<file path="config.mk">
export PLATFORM = sky130hd
export DESIGN_NAME = dif_irq_flags
export DESIGN_NICKNAME = d
export VERILOG_FILES = /design/src/logic/dif_pkg.sv /design/src/logic/dif_irq_flags.sv
export VERILOG_INCLUDE_DIRS = /design/src /design/src/logic
export SDC_FILE = /design/constraint.sdc
export NUM_CORES = 1
export LEC_CHECK = 0
export BUFFER_PORTS_ARGS = -buffer_cell sky130_fd_sc_hd__buf_2
export CORE_MARGIN = 2
export CORE_UTILIZATION = 49
export CTS_CLUSTER_DIAMETER = 80
export DETAILED_ROUTE_END_ITERATION = 8
export HOLD_SLACK_MARGIN = 0.1
export PLACE_DENSITY = 0.85
export SLEW_MARGIN = 20
export SYNTH_ARGS = -nofsm -noshare
export SYNTH_HDL_FRONTEND = slang
export SYNTH_SLANG_ARGS = --single-unit
</file>
<file path="constraint.sdc">
create_clock -name clk_sys -period 2.2 [get_ports clk_sys]
set_input_delay 0.22 -clock clk_sys [delete_from_list [all_inputs] [get_ports clk_sys]]
set_output_delay 0.22 -clock clk_sys [all_outputs]
set_load 0.02 [all_outputs]
</file>
<file path="src/logic/dif_map.svh">
// register offsets, field positions and reset values for the interrupt flag block
`ifndef DIF_MAP_SVH
`define DIF_MAP_SVH
`define DIF_OFF_CTRL         8'h08
`define DIF_OFF_MASK         8'h0C
`define DIF_OFF_FLAGS        8'h04
`define DIF_OFF_STATUS       8'h14
`define DIF_BIT_RING         7
`define DIF_BIT_RXOVL        6
`define DIF_BIT_FRAME        5
`define DIF_BIT_BILLING      4
`define DIF_BIT_DROPOUT      3
`define DIF_BIT_LOOPOVL      2
`define DIF_BIT_TIPGND       1
`define DIF_BIT_POLARITY     0
`define DIF_BIT_RING_FLAG    7
`define DIF_CTRL_IRQ_EN      7
`define DIF_CTRL_IRQ_POL     6
`define DIF_CTRL_RING_MODE   2
`define DIF_LVS_POL_BIT      7
`define DIF_CTRL_RST         8'h00
`define DIF_MASK_RST         8'h00
`define DIF_FLAGS_RST        8'h00
`define DIF_LCS_MAX          5'h1F
`endif

</file>
<file path="src/logic/dif_pkg.sv">
// types shared by the interrupt flag block
package dif_pkg;
	typedef logic [7:0] dif_byte_t;

	// raw event inputs from the line detectors
	typedef struct packed {
		logic       ring_active;
		logic       rx_overload_event;
		logic       frame_locked;
		logic       supply_disrupt_event;
		logic       supply_dropout_event;
		logic [4:0] loop_current_level;
		logic       tip_ground_status;
		logic [7:0] line_voltage_level;
	} dif_events_s;

	// register bus state
	typedef enum logic [0:0] {
		DIF_BUS_IDLE,
		DIF_BUS_ACK
	} dif_bus_e;
endpackage

</file>
<file path="src/logic/dif_irq_flags.sv">
// interrupt source flags with mask, global enable and wishbone register slave
//
// Function
// RULE1: ring detection sets flag bit 7.
// RULE2: a flag stays set until the host writes zero to that bit.
// RULE3: ring mode chooses flag at burst start only or at start and end.
// RULE4: host should clear ring and dropout flags after line-side powerup.
// RULE5: receive overload sets bit 6, and clearing it clears the overload status.
// RULE6: bit 5 sets whenever the isolation link lacks frame lock.
// RULE7: bit 4 sets when the line-side supply is disrupted.
// RULE8: bit 3 sets when the line-side supply drops out.
// RULE9: bit 2 sets when the loop current level reads all ones.
// RULE10: host should check overcurrent status after a loop overload flag.
// RULE11: bit 1 sets when tip ground current flows, inverse of tip ground status.
// RULE12: bit 0 sets on any toggle of line voltage bit 7 when supported.
// RULE13: irq asserts only while a flag is set with its mask and global enable.
// RULE14: polarity select zero gives active low irq, one gives active high.
// RULE15: writing one to a flag bit leaves it unchanged.
`include "dif_map.svh"

module dif_irq_flags #(
	parameter bit POLARITY_SUPPORTED = 1'b1
) (
	input  wire logic               clk_sys,
	input  wire logic               nrst,
	input  wire logic               wb_cyc_i,
	input  wire logic               wb_stb_i,
	input  wire logic               wb_we_i,
	input  wire logic [7:0]         wb_adr_i,
	input  wire logic [31:0]        wb_dat_i,
	input  wire logic [3:0]         wb_sel_i,
	output logic      [31:0]        wb_dat_o,
	output logic                    wb_ack_o,
	output logic                    wb_err_o,
	input  wire dif_pkg::dif_events_s events,
	output logic                    rx_overload_status,
	output logic                    shared_irq_output
);
	// reset value of the flag byte
	localparam dif_pkg::dif_byte_t FLAGS_RST = `DIF_FLAGS_RST;

	// reset synchroniser
	logic               rst_meta;
	logic               rst_n;

	// bus slave state
	dif_pkg::dif_bus_e  bus_state;
	dif_pkg::dif_bus_e  next_bus_state;
	logic               req;
	logic               take;
	logic               wr_take;
	logic               rd_take;
	logic               hit_ctrl;
	logic               hit_mask;
	logic               hit_flags;
	logic               hit_status;
	logic               mapped;
	logic               next_ack;
	logic               next_err;

	// read path
	logic [31:0]        next_rdat;

	// software visible registers
	dif_pkg::dif_byte_t ctrl;
	dif_pkg::dif_byte_t mask;
	dif_pkg::dif_byte_t flags;
	dif_pkg::dif_byte_t set_vec;
	dif_pkg::dif_byte_t clr_vec;
	dif_pkg::dif_byte_t next_flags;
	dif_pkg::dif_byte_t pending;
	logic               flags_wr;
	logic               global_irq_enable;
	logic               irq_polarity_select;
	logic               ring_irq_edge_mode;

	// previous input values and a start-up valid bit for edge detection
	logic               ring_prev;
	logic               lock_prev_valid;
	logic               lvs_prev;
	logic               tgd_prev;
	logic               dropout_prev;

	// per-source set requests
	logic               ring_start;
	logic               ring_end;
	logic               ring_set;
	logic               rxovl_set;
	logic               frame_set;
	logic               billing_set;
	logic               dropout_set;
	logic               loopovl_set;
	logic               tipgnd_set;
	logic               polarity_set;
	logic               lvs_now;

	// irq path
	logic               irq_active;
	logic               next_irq;

	// reset release through two flops
	always_ff @(posedge clk_sys or negedge nrst) begin
		if (!nrst) begin
			rst_meta <= 1'b0;
			rst_n    <= 1'b0;
		end else begin
			rst_meta <= 1'b1;
			rst_n    <= rst_meta;
		end
	end

	// address decode
	always_comb begin
		hit_ctrl   = 1'b0;
		hit_mask   = 1'b0;
		hit_flags  = 1'b0;
		hit_status = 1'b0;
		case (wb_adr_i)
			`DIF_OFF_CTRL:   hit_ctrl   = 1'b1;
			`DIF_OFF_MASK:   hit_mask   = 1'b1;
			`DIF_OFF_FLAGS:  hit_flags  = 1'b1;
			`DIF_OFF_STATUS: hit_status = 1'b1;
			default:         hit_ctrl   = 1'b0;
		endcase
	end

	// request and any mapped hit
	assign req    = wb_cyc_i & wb_stb_i;
	assign mapped = hit_ctrl | hit_mask | hit_flags | hit_status;

	// a request is taken only while the slave is idle
	assign take    = req & (bus_state == dif_pkg::DIF_BUS_IDLE);
	assign wr_take = take & wb_we_i & wb_sel_i[0]; // lane 0 carries the byte
	assign rd_take = take & ~wb_we_i;

	// bus state: idle, then one answer cycle
	always_comb begin
		next_bus_state = bus_state;
		case (bus_state)
			dif_pkg::DIF_BUS_IDLE: begin
				if (req)
					next_bus_state = dif_pkg::DIF_BUS_ACK;
			end
			dif_pkg::DIF_BUS_ACK: begin
				next_bus_state = dif_pkg::DIF_BUS_IDLE;
			end
			default: begin
				next_bus_state = dif_pkg::DIF_BUS_IDLE;
			end
		endcase
	end

	// bus state register
	always_ff @(posedge clk_sys or negedge rst_n) begin
		if (!rst_n)
			bus_state <= dif_pkg::DIF_BUS_IDLE;
		else
			bus_state <= next_bus_state;
	end

	// answer kinds for a taken request
	assign next_ack = take & mapped;
	assign next_err = take & ~mapped;

	// ack for a mapped address, one cycle
	always_ff @(posedge clk_sys or negedge rst_n) begin
		if (!rst_n)
			wb_ack_o <= 1'b0;
		else
			wb_ack_o <= next_ack;
	end

	// err for an unmapped address, one cycle
	always_ff @(posedge clk_sys or negedge rst_n) begin
		if (!rst_n)
			wb_err_o <= 1'b0;
		else
			wb_err_o <= next_err;
	end

	// read word for the addressed register
	always_comb begin
		next_rdat = 32'h0000_0000;
		if (hit_ctrl)
			next_rdat[7:0] = ctrl;
		else if (hit_mask)
			next_rdat[7:0] = mask;
		else if (hit_flags)
			next_rdat[7:0] = flags;
		else if (hit_status)
			next_rdat[0] = rx_overload_status;
	end

	// read data registered with the ack, held until the next read
	always_ff @(posedge clk_sys or negedge rst_n) begin
		if (!rst_n)
			wb_dat_o <= 32'h0000_0000;
		else if (rd_take)
			wb_dat_o <= next_rdat;
	end

	// control: global enable, irq polarity, ring mode
	always_ff @(posedge clk_sys or negedge rst_n) begin
		if (!rst_n)
			ctrl <= `DIF_CTRL_RST;
		else if (wr_take & hit_ctrl)
			ctrl <= wb_dat_i[7:0];
	end

	// named views of the control bits
	assign global_irq_enable   = ctrl[`DIF_CTRL_IRQ_EN];
	assign irq_polarity_select = ctrl[`DIF_CTRL_IRQ_POL];
	assign ring_irq_edge_mode  = ctrl[`DIF_CTRL_RING_MODE];

	// per-source mask, same bit layout as the flags
	always_ff @(posedge clk_sys or negedge rst_n) begin
		if (!rst_n)
			mask <= `DIF_MASK_RST;
		else if (wr_take & hit_mask)
			mask <= wb_dat_i[7:0];
	end

	// ring level one cycle back
	always_ff @(posedge clk_sys or negedge rst_n) begin
		if (!rst_n)
			ring_prev <= 1'b0;
		else
			ring_prev <= events.ring_active;
	end

	// line voltage sign bit one cycle back
	always_ff @(posedge clk_sys or negedge rst_n) begin
		if (!rst_n)
			lvs_prev <= 1'b0;
		else
			lvs_prev <= lvs_now;
	end

	// tip ground status one cycle back, idle level high avoids a false edge
	always_ff @(posedge clk_sys or negedge rst_n) begin
		if (!rst_n)
			tgd_prev <= 1'b1;
		else
			tgd_prev <= events.tip_ground_status;
	end

	// dropout event one cycle back
	always_ff @(posedge clk_sys or negedge rst_n) begin
		if (!rst_n)
			dropout_prev <= 1'b0;
		else
			dropout_prev <= events.supply_dropout_event;
	end

	// polarity detection waits one cycle after reset
	always_ff @(posedge clk_sys or negedge rst_n) begin
		if (!rst_n)
			lock_prev_valid <= 1'b0;
		else
			lock_prev_valid <= 1'b1;
	end

	// ring burst start and end
	assign ring_start = events.ring_active & ~ring_prev;
	assign ring_end   = ~events.ring_active & ring_prev;

	// ring flag: start only, or start and end by mode
	assign ring_set = ring_start | (ring_irq_edge_mode & ring_end); // RULE1 RULE3

	// receive overload: every cycle the level is high
	assign rxovl_set = events.rx_overload_event; // RULE5

	// frame lock loss: every cycle the link is unlocked
	assign frame_set = ~events.frame_locked; // RULE6

	// supply disruption: every cycle it is reported
	assign billing_set = events.supply_disrupt_event; // RULE7

	// supply dropout: once on the rising edge of the event
	assign dropout_set = events.supply_dropout_event & ~dropout_prev; // RULE8

	// loop current at full scale
	assign loopovl_set = (events.loop_current_level == `DIF_LCS_MAX); // RULE9

	// tip ground: falling status edge, the flag has the inverse sense
	assign tipgnd_set = ~events.tip_ground_status & tgd_prev; // RULE11

	// line voltage sign bit toggle in either direction
	assign lvs_now      = events.line_voltage_level[`DIF_LVS_POL_BIT];
	assign polarity_set = POLARITY_SUPPORTED & lock_prev_valid & (lvs_now ^ lvs_prev); // RULE12

	// gather the set requests in flag order
	always_comb begin
		set_vec = 8'h00;
		set_vec[`DIF_BIT_RING_FLAG] = ring_set;
		set_vec[`DIF_BIT_RXOVL]     = rxovl_set;
		set_vec[`DIF_BIT_FRAME]     = frame_set;
		set_vec[`DIF_BIT_BILLING]   = billing_set;
		set_vec[`DIF_BIT_DROPOUT]   = dropout_set;
		set_vec[`DIF_BIT_LOOPOVL]   = loopovl_set;
		set_vec[`DIF_BIT_TIPGND]    = tipgnd_set;
		set_vec[`DIF_BIT_POLARITY]  = polarity_set;
	end

	// write strobe for the flag register
	assign flags_wr = wr_take & hit_flags;

	// clear on zero write, one leaves the flag alone
	assign clr_vec = flags_wr ? ~wb_dat_i[7:0] : 8'h00; // RULE2 RULE15

	// one sticky flop per source bit
	for (genvar gi = 0; gi < 8; gi++) begin : g_flag
		// set wins over a simultaneous clear
		assign next_flags[gi] = set_vec[gi] | (flags[gi] & ~clr_vec[gi]); // RULE2
		// flag flop
		always_ff @(posedge clk_sys or negedge rst_n) begin
			if (!rst_n)
				flags[gi] <= FLAGS_RST[gi];
			else
				flags[gi] <= next_flags[gi];
		end
	end

	// overload status follows the flag, a flag clear also clears it
	always_ff @(posedge clk_sys or negedge rst_n) begin
		if (!rst_n)
			rx_overload_status <= 1'b0;
		else
			rx_overload_status <= next_flags[`DIF_BIT_RXOVL]; // RULE5
	end

	// flags that are both set and unmasked
	assign pending = flags & mask;

	// any pending flag with the global enable raises the irq
	assign irq_active = global_irq_enable & (|pending); // RULE13

	// pin level: polarity zero drives low when active
	assign next_irq = irq_active ~^ irq_polarity_select; // RULE14

	// pin registered, idles high after reset for the low-active default
	always_ff @(posedge clk_sys or negedge rst_n) begin
		if (!rst_n)
			shared_irq_output <= 1'b1;
		else
			shared_irq_output <= next_irq;
	end
endmodule

</file>
# After elaboration in Yosys (flattened, before gate mapping)
# Index checks and enable logic that the tools add are counted.
[op_classes]
muxes = 12
bitwise = 57
n_eq_ne = 5
n_reduce_logical = 1
[ops]
columns = ["operator", "count"]
rows = [
  ["$and 1x1->1", 25],
  ["$mux 8", 3],
  ["$eq 8x4->1 const B", 2],
  ["$not 1->1", 16],
  ["$or 1x1->1", 12],
  ["$and 8x8->8", 1],
  ["$eq 8x3->1 const B", 1],
  ["$eq 8x5->1 const B", 1],
  ["$not 8->8", 1],
  ["$reduce_or 8->1", 1],
  ["$mux 1", 7],
  ["$mux 7", 1],
  ["$eq 5x5->1 const B", 1],
  ["$pmux 1 s2", 1],
  ["$xnor 1x1->1", 1],
  ["$xor 1x1->1", 1],
]
[word_totals]
output_inout_bits = 36
regBits = 43
elab_cells = 97
input_bits = 68

# Logic depth before layout (Yosys ltp)
# Gate-level depths: netlist of the first run.
[logic_depth]
ltp_word = 9
depth_mapped = 6
depth_no_buf = 5

# Worst setup path before layout of the first run
# No wires, ideal clock.
[synth_timing]
path_type = "register to register"
startpoint = "register bus_state"
endpoint = "register ctrl[0]"
t_required_ns = 2.075
slack_ns = 0.706
path_stages_with_launch = 7
n_path_buf = 1
setup_ns = 0.125
t_arrival_ns = 1.369
synth_period_minus_slack_ns = 1.494
cell_sequence = "dfrtp_1 -> nand3b_1 -> inv_1 -> nand3_2 -> nor2b_4 -> buf_8 -> mux2_4"
[synth_between]
elab_chain_cells = 5
[synth_rtl]
columns = ["element", "line_no", "text"]
rows = [
  ["from (decl)", "dif_irq_flags.sv:47", "dif_pkg::dif_bus_e bus_state;"],
  ["from (signal assigned)", "dif_irq_flags.sv:156", "bus_state <= dif_pkg::DIF_BUS_IDLE;"],
  ["from (signal assigned)", "dif_irq_flags.sv:158", "bus_state <= next_bus_state;"],
  ["$not 1->1", "dif_irq_flags.sv:132", "assign take = req & (bus_state == dif_pkg::DIF_BUS_IDLE);"],
  ["$and 1x1->1", "dif_irq_flags.sv:132", ""],
  ["$and 1x1->1 (2 in a row)", "dif_irq_flags.sv:133", "assign wr_take = take & wb_we_i & wb_sel_i[0];"],
  ["$and 1x1->1", "dif_irq_flags.sv:206", "else if (wr_take & hit_ctrl)"],
  ["to (signal assigned)", "dif_irq_flags.sv:205", "ctrl <= `DIF_CTRL_RST;"],
  ["to (signal assigned)", "dif_irq_flags.sv:207", "ctrl <= wb_dat_i[7:0];"],
  ["to (decl)", "dif_irq_flags.sv:65", "dif_pkg::dif_byte_t ctrl;"],
]
# Every way passes these cells.
# A chain may end at the register's enable or synchronous reset.

# Worst setup path in the final report of the first run
[layout_timing]
startpoint = "register bus_state"
endpoint = "register ctrl[2]"
# Same word-level chain as after synthesis.

==> results of run 1 <==
==> per-stage QoR <==
step	instances	hold WS, ns
2_1_floorplan	196	-0.07559
4_1_cts	282	0.1014
3_3_place_gp	268	0.004451
3_5_place_dp	268	0.007315
5_1_grt	282	0.1167
6_report	282	0.1113
==> registers in the layout (all words and copies together) (netlist names) <==
register / count
lvs_prev: 1
rst_meta: 1
lock_prev_valid: 1
tgd_prev: 1
dropout_prev: 1
wb_ack_o: 1
flags: 7
wb_err_o: 1
rst_n: 1
bus_state: 1
rx_overload_status: 1
wb_dat_o: 8
mask: 8
shared_irq_output: 1
ring_prev: 1
ctrl: 8
==> kinds of logic (layout without fill, tap and decap cells) <==
group / Yosys count / in the layout / synth area share
compound gates: 33 / 33 / 0.09587
xor+xnor: 2 / 2 / 0.008390
buf+inv: 29 / 65 / 0.1013
flops: 43 / 43 / 0.5165
mux: 24 / 24 / 0.1438
other cells: 2 / 26 / 0.003596
simple gates: 39 / 39 / 0.1306
==> Yosys cell counts, types with 2 or more instances <==
library cell	number	area (um^2)
nand3_1	2	10.01
mux2_2	15	168.9
a22oi_1	11	82.58
inv_1	3	11.26
conb_1	2	7.510
o21ai_0	16	80.08
nand3b_1	2	15.01
nor2_1	3	11.26
nand2_1	14	52.55
mux2_4	8	120.1
buf_4	24	180.2
dfstp_2	2	52.55
nand2b_1	4	25.02
dfrtp_1	41	1026
nand4_1	3	18.77
o21ai_1	2	10.01
xor2_1	2	17.52
==> routing by layer <==
metal	GRT usage	vias to the layer above	routed length [um]
met3	0.04215	7	200
met4	0.07407	0	59
met1	0.2337	665	1747
met5	0	-	0
met2	0.2543	56	1703
li1	-	673	-
==> power by group <==
part           internal [mW]  switching [mW]  total (mW)
Combinational         0.0626           0.107       0.170
Sequential             0.809         0.00926       0.818
Clock                  0.223           0.248       0.470
==> how the worst min path moves through the flow <==
| stage | from | to | slack (ns) | cells after the start |
|---|---|---|---|---|
| floorplan | nrst | rst_meta | -0.08 | 0 |
| global placement | nrst | rst_meta | 0.004 | 1 |
| detailed placement | nrst | rst_n | 0.007 | 1 |
| CTS | events[15] | flags[4] | 0.10 | 2 |
| global route | events[15] | flags[4] | 0.12 | 2 |
| finish | events[15] | flags[4] | 0.11 | 2 |
==> layout make-up <==
cell class | count | area, um^2 | area share
timing repair buffer | 54 | 307.8 | 0.1267
sequential | 43 | 1079 | 0.4439
tap | 50 | 62.56 | 0.02575
inverter | 3 | 11.26 | 0.004634
clock inverter | 1 | 5.005 | 0.002060
multi-input combinational | 124 | 888.4 | 0.3656
clock buffer | 7 | 76.32 | 0.03141
==> impl_metrics.csv, run 1 <==
group,metric,value,unit
outcome,status,"finished clean",
logic_synthesis,async_flop_share,1.000,
setup_path,critPathTopFamily,"simple AND/OR/NAND/NOR gates",
route,dr.pass1.iters,4,
setup_path,endpoint_kind,"flip-flop",
hold_path,hold_class,"input port to flip-flop",
setup_path,r2r-end,"ctrl[2]",
cells_and_area,final_nets,299,
setup_path,critical_path_class,"flip-flop to flip-flop",
cells_and_area,layout_common_cells,"45 x buf_2, 41 x dfrtp_1, 26 x conb_1",
setup_path,cp_data_required_time,2.37,ns
setup_path,critPathArrivalTime,1.86,ns
timing,relSlewSlack,0.6649,
placed_design,dpl.hpwl,2748,um
pwr,power,1.458,mW
timing,fin_setup_tns,0,ns
cells_and_area,postLayoutCoreUtil,0.5988,
setup_path,path_cells,"nand3b_1 -> inv_1 -> nand3_2 -> nor2b_4 -> mux2_4",
timing,rsz0062_at_grt,"no",
pwr,ir_worst_vdd,407.5,uV
placed_design,place_congestion,0.7879,
die,fp.dieH,69.28,um
placed_design,detailed_place.area,2288,um^2
logic_synthesis,netlist-cell-type-count,35,
global_route,grt_max_degree,42,
setup_path,rrSetupSlack,0.51,ns
placed_design,port_buffers,45,
run,drv_cap,0,
cells_and_area,design_area,2430,um^2
setup_path,ff2ff_path_depth,5,
cells_and_area,fill_cells,352,
setup_path,critPathLaunchType,"flip-flop",
clock_network,cts_hold_buf,6,
placed_design,post-place-ws,0.3922,ns
logic_synthesis,syn-mean-instance-area,12.14,um^2
logic_synthesis,ys_warn_count,0,
global_route,grt-ovfl-total,0,
clock_network,clk_pin_slew,0.08,ns
global_route,grt_pass1_wl,6417,um
timing,clock-skew-final,0.008187,ns
cells_and_area,areaGrowthSynthToFinish,16.36,%
route,wl,3711,um
route,drt-initial-drc-count,93,
die,die-area,4800,um^2
cells_and_area,final_common_cell,"buf_2",
die,boundaryPins,104,
die,design.core.area,4058,um^2
timing,finalSetupViolCount,0,
global_route,grt_pass1_vias,1394,
clock_network,root_buffer,"clkbuf_8",
timing,hold_viol,0,
clock_network,clock_path_buffers,2,
setup_path,cp.depth,5,
setup_path,r2r-start,"bus_state",
setup_path,crit_path_end,"ctrl[2]",
setup_path,crit_buf_inv,1,
clock_network,cts_tree,"done",
clock_network,cts_setup_buffers,0,
setup_path,slowest_delay,0.36,ns
die,num_rows,23,
global_route,track_usage,0.1697,
die,start_util,0.5146,
timing,maxSlewViolCount,0,
cells_and_area,drive_gt1_frac,0.3750,
timing,finalCriticalPeriod,1.693,ns
pwr,power_leakage,1.173,nW
route,drc_errors,0,
clock_network,cts_resized,0,
logic_synthesis,seq_area_frac_synth,0.5165,
logic_synthesis,synth_seq_cells,43,
logic_synthesis,synthFlopType,"dfrtp_1",
timing,fin_ws,0.5066,ns
route,vias,1401,
global_route,antenna_found_initial,0,
clock_network,worstSkewPairLatency,0.29,ns
logic_synthesis,synth-edff-count,0,
setup_path,startpoint,"bus_state",
clock_network,cts_sinks,43,
logic_synthesis,syn_inst,172,
clock_network,cts_buffers,5,
setup_path,path_max_fanout,8,
timing,tightest_slew,0.5026,ns
setup_path,cpMaxStageDelayCell,"dfrtp_1",
cells_and_area,n_antenna_cell,0,
route,wl_per_cell,13.16,um
timing,fin_crit_sh,0.7697,
clock_network,cts-htree-levels,2,
pwr,power.density,600.0,nW/um^2
logic_synthesis,synth_area,2088,um^2
route,vias_per_cell,4.968,
route,postRouteAntennaNets,0,
die,fp.dieW,69.28,um
timing,fmax,0.5905,GHz
(Power assumes the default switching activity.)
==> run 2: changes to the inputs <==
--- a/config.mk
+++ b/config.mk
@@ -8,11 +8,11 @@
 export LEC_CHECK = 0
 export BUFFER_PORTS_ARGS = -buffer_cell sky130_fd_sc_hd__buf_2
 export CORE_MARGIN = 2
-export CORE_UTILIZATION = 49
+export CORE_UTILIZATION = 45
 export CTS_CLUSTER_DIAMETER = 80
 export DETAILED_ROUTE_END_ITERATION = 8
 export HOLD_SLACK_MARGIN = 0.1
-export PLACE_DENSITY = 0.85
+export PLACE_DENSITY = 0.79
 export SLEW_MARGIN = 20
 export SYNTH_ARGS = -nofsm -noshare
 export SYNTH_HDL_FRONTEND = slang
==> constraint.sdc (replaced) <==
create_clock -name clk_sys -period 1.75 [get_ports clk_sys]
set_input_delay 0.175 -clock clk_sys [delete_from_list [all_inputs] [get_ports clk_sys]]
set_output_delay 0.175 -clock clk_sys [all_outputs]
set_load 0.02 [all_outputs]
==> run 2 against run 1 <==
  * Power grew 27%
  * Sequential power grew 26%
  * Cell area grew 3.0%
  * Clock-buffer cell count unchanged
  * Die area increased by 8.4%
  * Worst setup slack worse by 0.41 ns
  * Critical path depth grew 1
  * Non-clock buffer count is 7 higher
  * Sequential cell count unchanged
  * Global-route usage shrank 1.1 points
  * Largest power group unchanged
==> impl_metrics.csv, run 2 (synthesized netlist as in run 1, its figures left out) <==
group,metric,value,unit
timing,fmax,0.6065,GHz
clock_network,cts_tree,"done",
pwr,cellInternalPower,1.381,mW
timing,maxSlewViolCount,0,
run,drv_cap,0,
setup_path,critical_path_class,"flip-flop to flip-flop",
timing,finalCriticalPeriod,1.649,ns
die,die-area,5201,um^2
route,wl_per_cell,13.22,um
global_route,grt_pass1_wl,6154,um
clock_network,cts-htree-levels,2,
cells_and_area,n_antenna_cell,0,
placed_design,dpl.hpwl,2741,um
cells_and_area,drive_gt1_frac,0.3849,
route,wl,3848,um
pwr,clockPowerShare,0.328,
global_route,grt-ovfl-total,0,
pwr,power_leakage,1.208,nW
die,num_rows,24,
placed_design,place_congestion,0.8320,
cells_and_area,reg.largest.list,"ctrl (8), mask (8), wb_dat_o (8)",
pwr,p_seq_frac,0.554,
die,boundaryPins,104,
timing,fin_hold_ws,0.1097,ns
setup_path,ff2ff_path_depth,6,
clock_network,cts_hold_buf,8,
setup_path,path_max_fanout,8,
global_route,grt_max_degree,42,
setup_path,critPathArrivalTime,1.83,ns
timing,tightest_slew,0.5091,ns
placed_design,port_buffers,45,
route,dr.pass1.iters,4,
hold_path,hold_depth,3,
pwr,ir_worst_vdd,465.1,uV
setup_path,critPathLaunchType,"flip-flop",
timing,fin_setup_tns,0,ns
timing,hold_viol,0,
route,vias_per_cell,4.821,
clock_network,cts_buffers,5,
clock_network,clk_pin_slew,0.08,ns
cells_and_area,fill_cells,377,
route,drc_errors,0,
clock_network,cts_sinks,43,
route,drt-initial-drc-count,93,
die,fp.dieW,72.12,um
clock_network,cts_setup_buffers,0,
global_route,antenna_found_initial,0,
cells_and_area,areaGrowthSynthToFinish,19.83,%
timing,relSlewSlack,0.6606,
timing,finalSetupViolCount,0,
pwr,p_comb_frac,0.118,
clock_network,cts_resized,0,
hold_path,hold_class,"input port to flip-flop",
pwr,power.density,741.4,nW/um^2
setup_path,endpoint_kind,"flip-flop",
pwr,p_sw_frac,0.2558,
setup_path,cp_data_required_time,1.93,ns
pwr,p_sw,0.4745,mW
clock_network,worstSkewPairLatency,0.30,ns
die,start_util,0.4731,
outcome,status,"finished clean",
timing,rsz0062_at_grt,"no",
cells_and_area,final_common_cell,"buf_2",
clock_network,root_buffer,"clkbuf_8",
global_route,track_usage,0.1586,
clock_network,clock_path_buffers,2,
cells_and_area,final_nets,306,
cells_and_area,layout_common_cells,"45 x buf_2, 41 x dfrtp_1, 26 x conb_1",
route,vias,1403,
die,fp.dieH,72.12,um
route,postRouteAntennaNets,0,
placed_design,post-place-ws,0.1389,ns
timing,fin_crit_sh,0.9422,
global_route,grt_pass1_vias,1297,
timing,fin_ws,0.1011,ns
timing,clock-skew-final,0.004311,ns
die,design.core.area,4414,um^2
[run 2: worst paths after layout]
kind	slack, ns	from	to
min reg2reg	0.31	rst_n	dropout_prev
max reg2reg	0.10	bus_state	ctrl[4]
max in group asynchronous	1.06	rst_n	tgd_prev
max	0.10	bus_state	ctrl[4]
min	0.11	events[12]	flags[2]
min in group asynchronous	0.19	nrst	rst_meta
[run 2: power groups by stage]
stage / Combinational, mW / Clock [mW] / Sequential (mW)
2_1_floorplan: 0.146 / 0 / 1.07
4_1_cts: 0.220 / 0.623 / 1.03
3_3_place_gp: 0.203 / 0 / 1.05
3_5_place_dp: 0.206 / 0 / 1.05
6_report: 0.219 / 0.609 / 1.03
5_1_grt: 0.241 / 0.666 / 1.03
[run 2: routing by layer]
metal | vias up | wire length, um | track usage | part of all wire
met5 | - | 0 | 0 | 0
met4 | 0 | 25 | 0.05660 | 0.0065
met3 | 4 | 280 | 0.05694 | 0.073
met1 | 659 | 1713 | 0.2101 | 0.45
met2 | 54 | 1828 | 0.2406 | 0.48
li1 | 686 | - | - | -
[run 2: cell type report]
type	count	area, um^2	share of cell area
clock buffers	7	76.32	0.03050
well taps	52	65.06	0.02600
clock inverters	1	5.005	0.002000
repair buffers	61	377.9	0.1510
inverters	3	11.26	0.004500
multi-input cells	124	888.4	0.3550
flip-flops and latches	43	1079	0.4310
[run 2: per-stage QoR]
step / total power [mW] / std cells / cell area, um^2 / utilization
floorplan: 1.213 / 196 / 2178 / -
CTS: 1.871 / 291 / 2502 / 0.5669
detailed placement: 1.254 / 275 / 2341 / 0.5303
global route: 1.937 / 291 / 2502 / 0.5669
global placement: 1.249 / 275 / 2341 / 0.5303
finish: 1.855 / 291 / 2502 / 0.5669
[run 2: critical path, stage by stage (launching register included)]
cell and delay (ns):
dfrtp_1 0.36, nand3b_1 0.20, inv_1 0.17, nand3_2 0.19
nor2b_4 0.18, buf_12 0.15, mux2_4 0.30
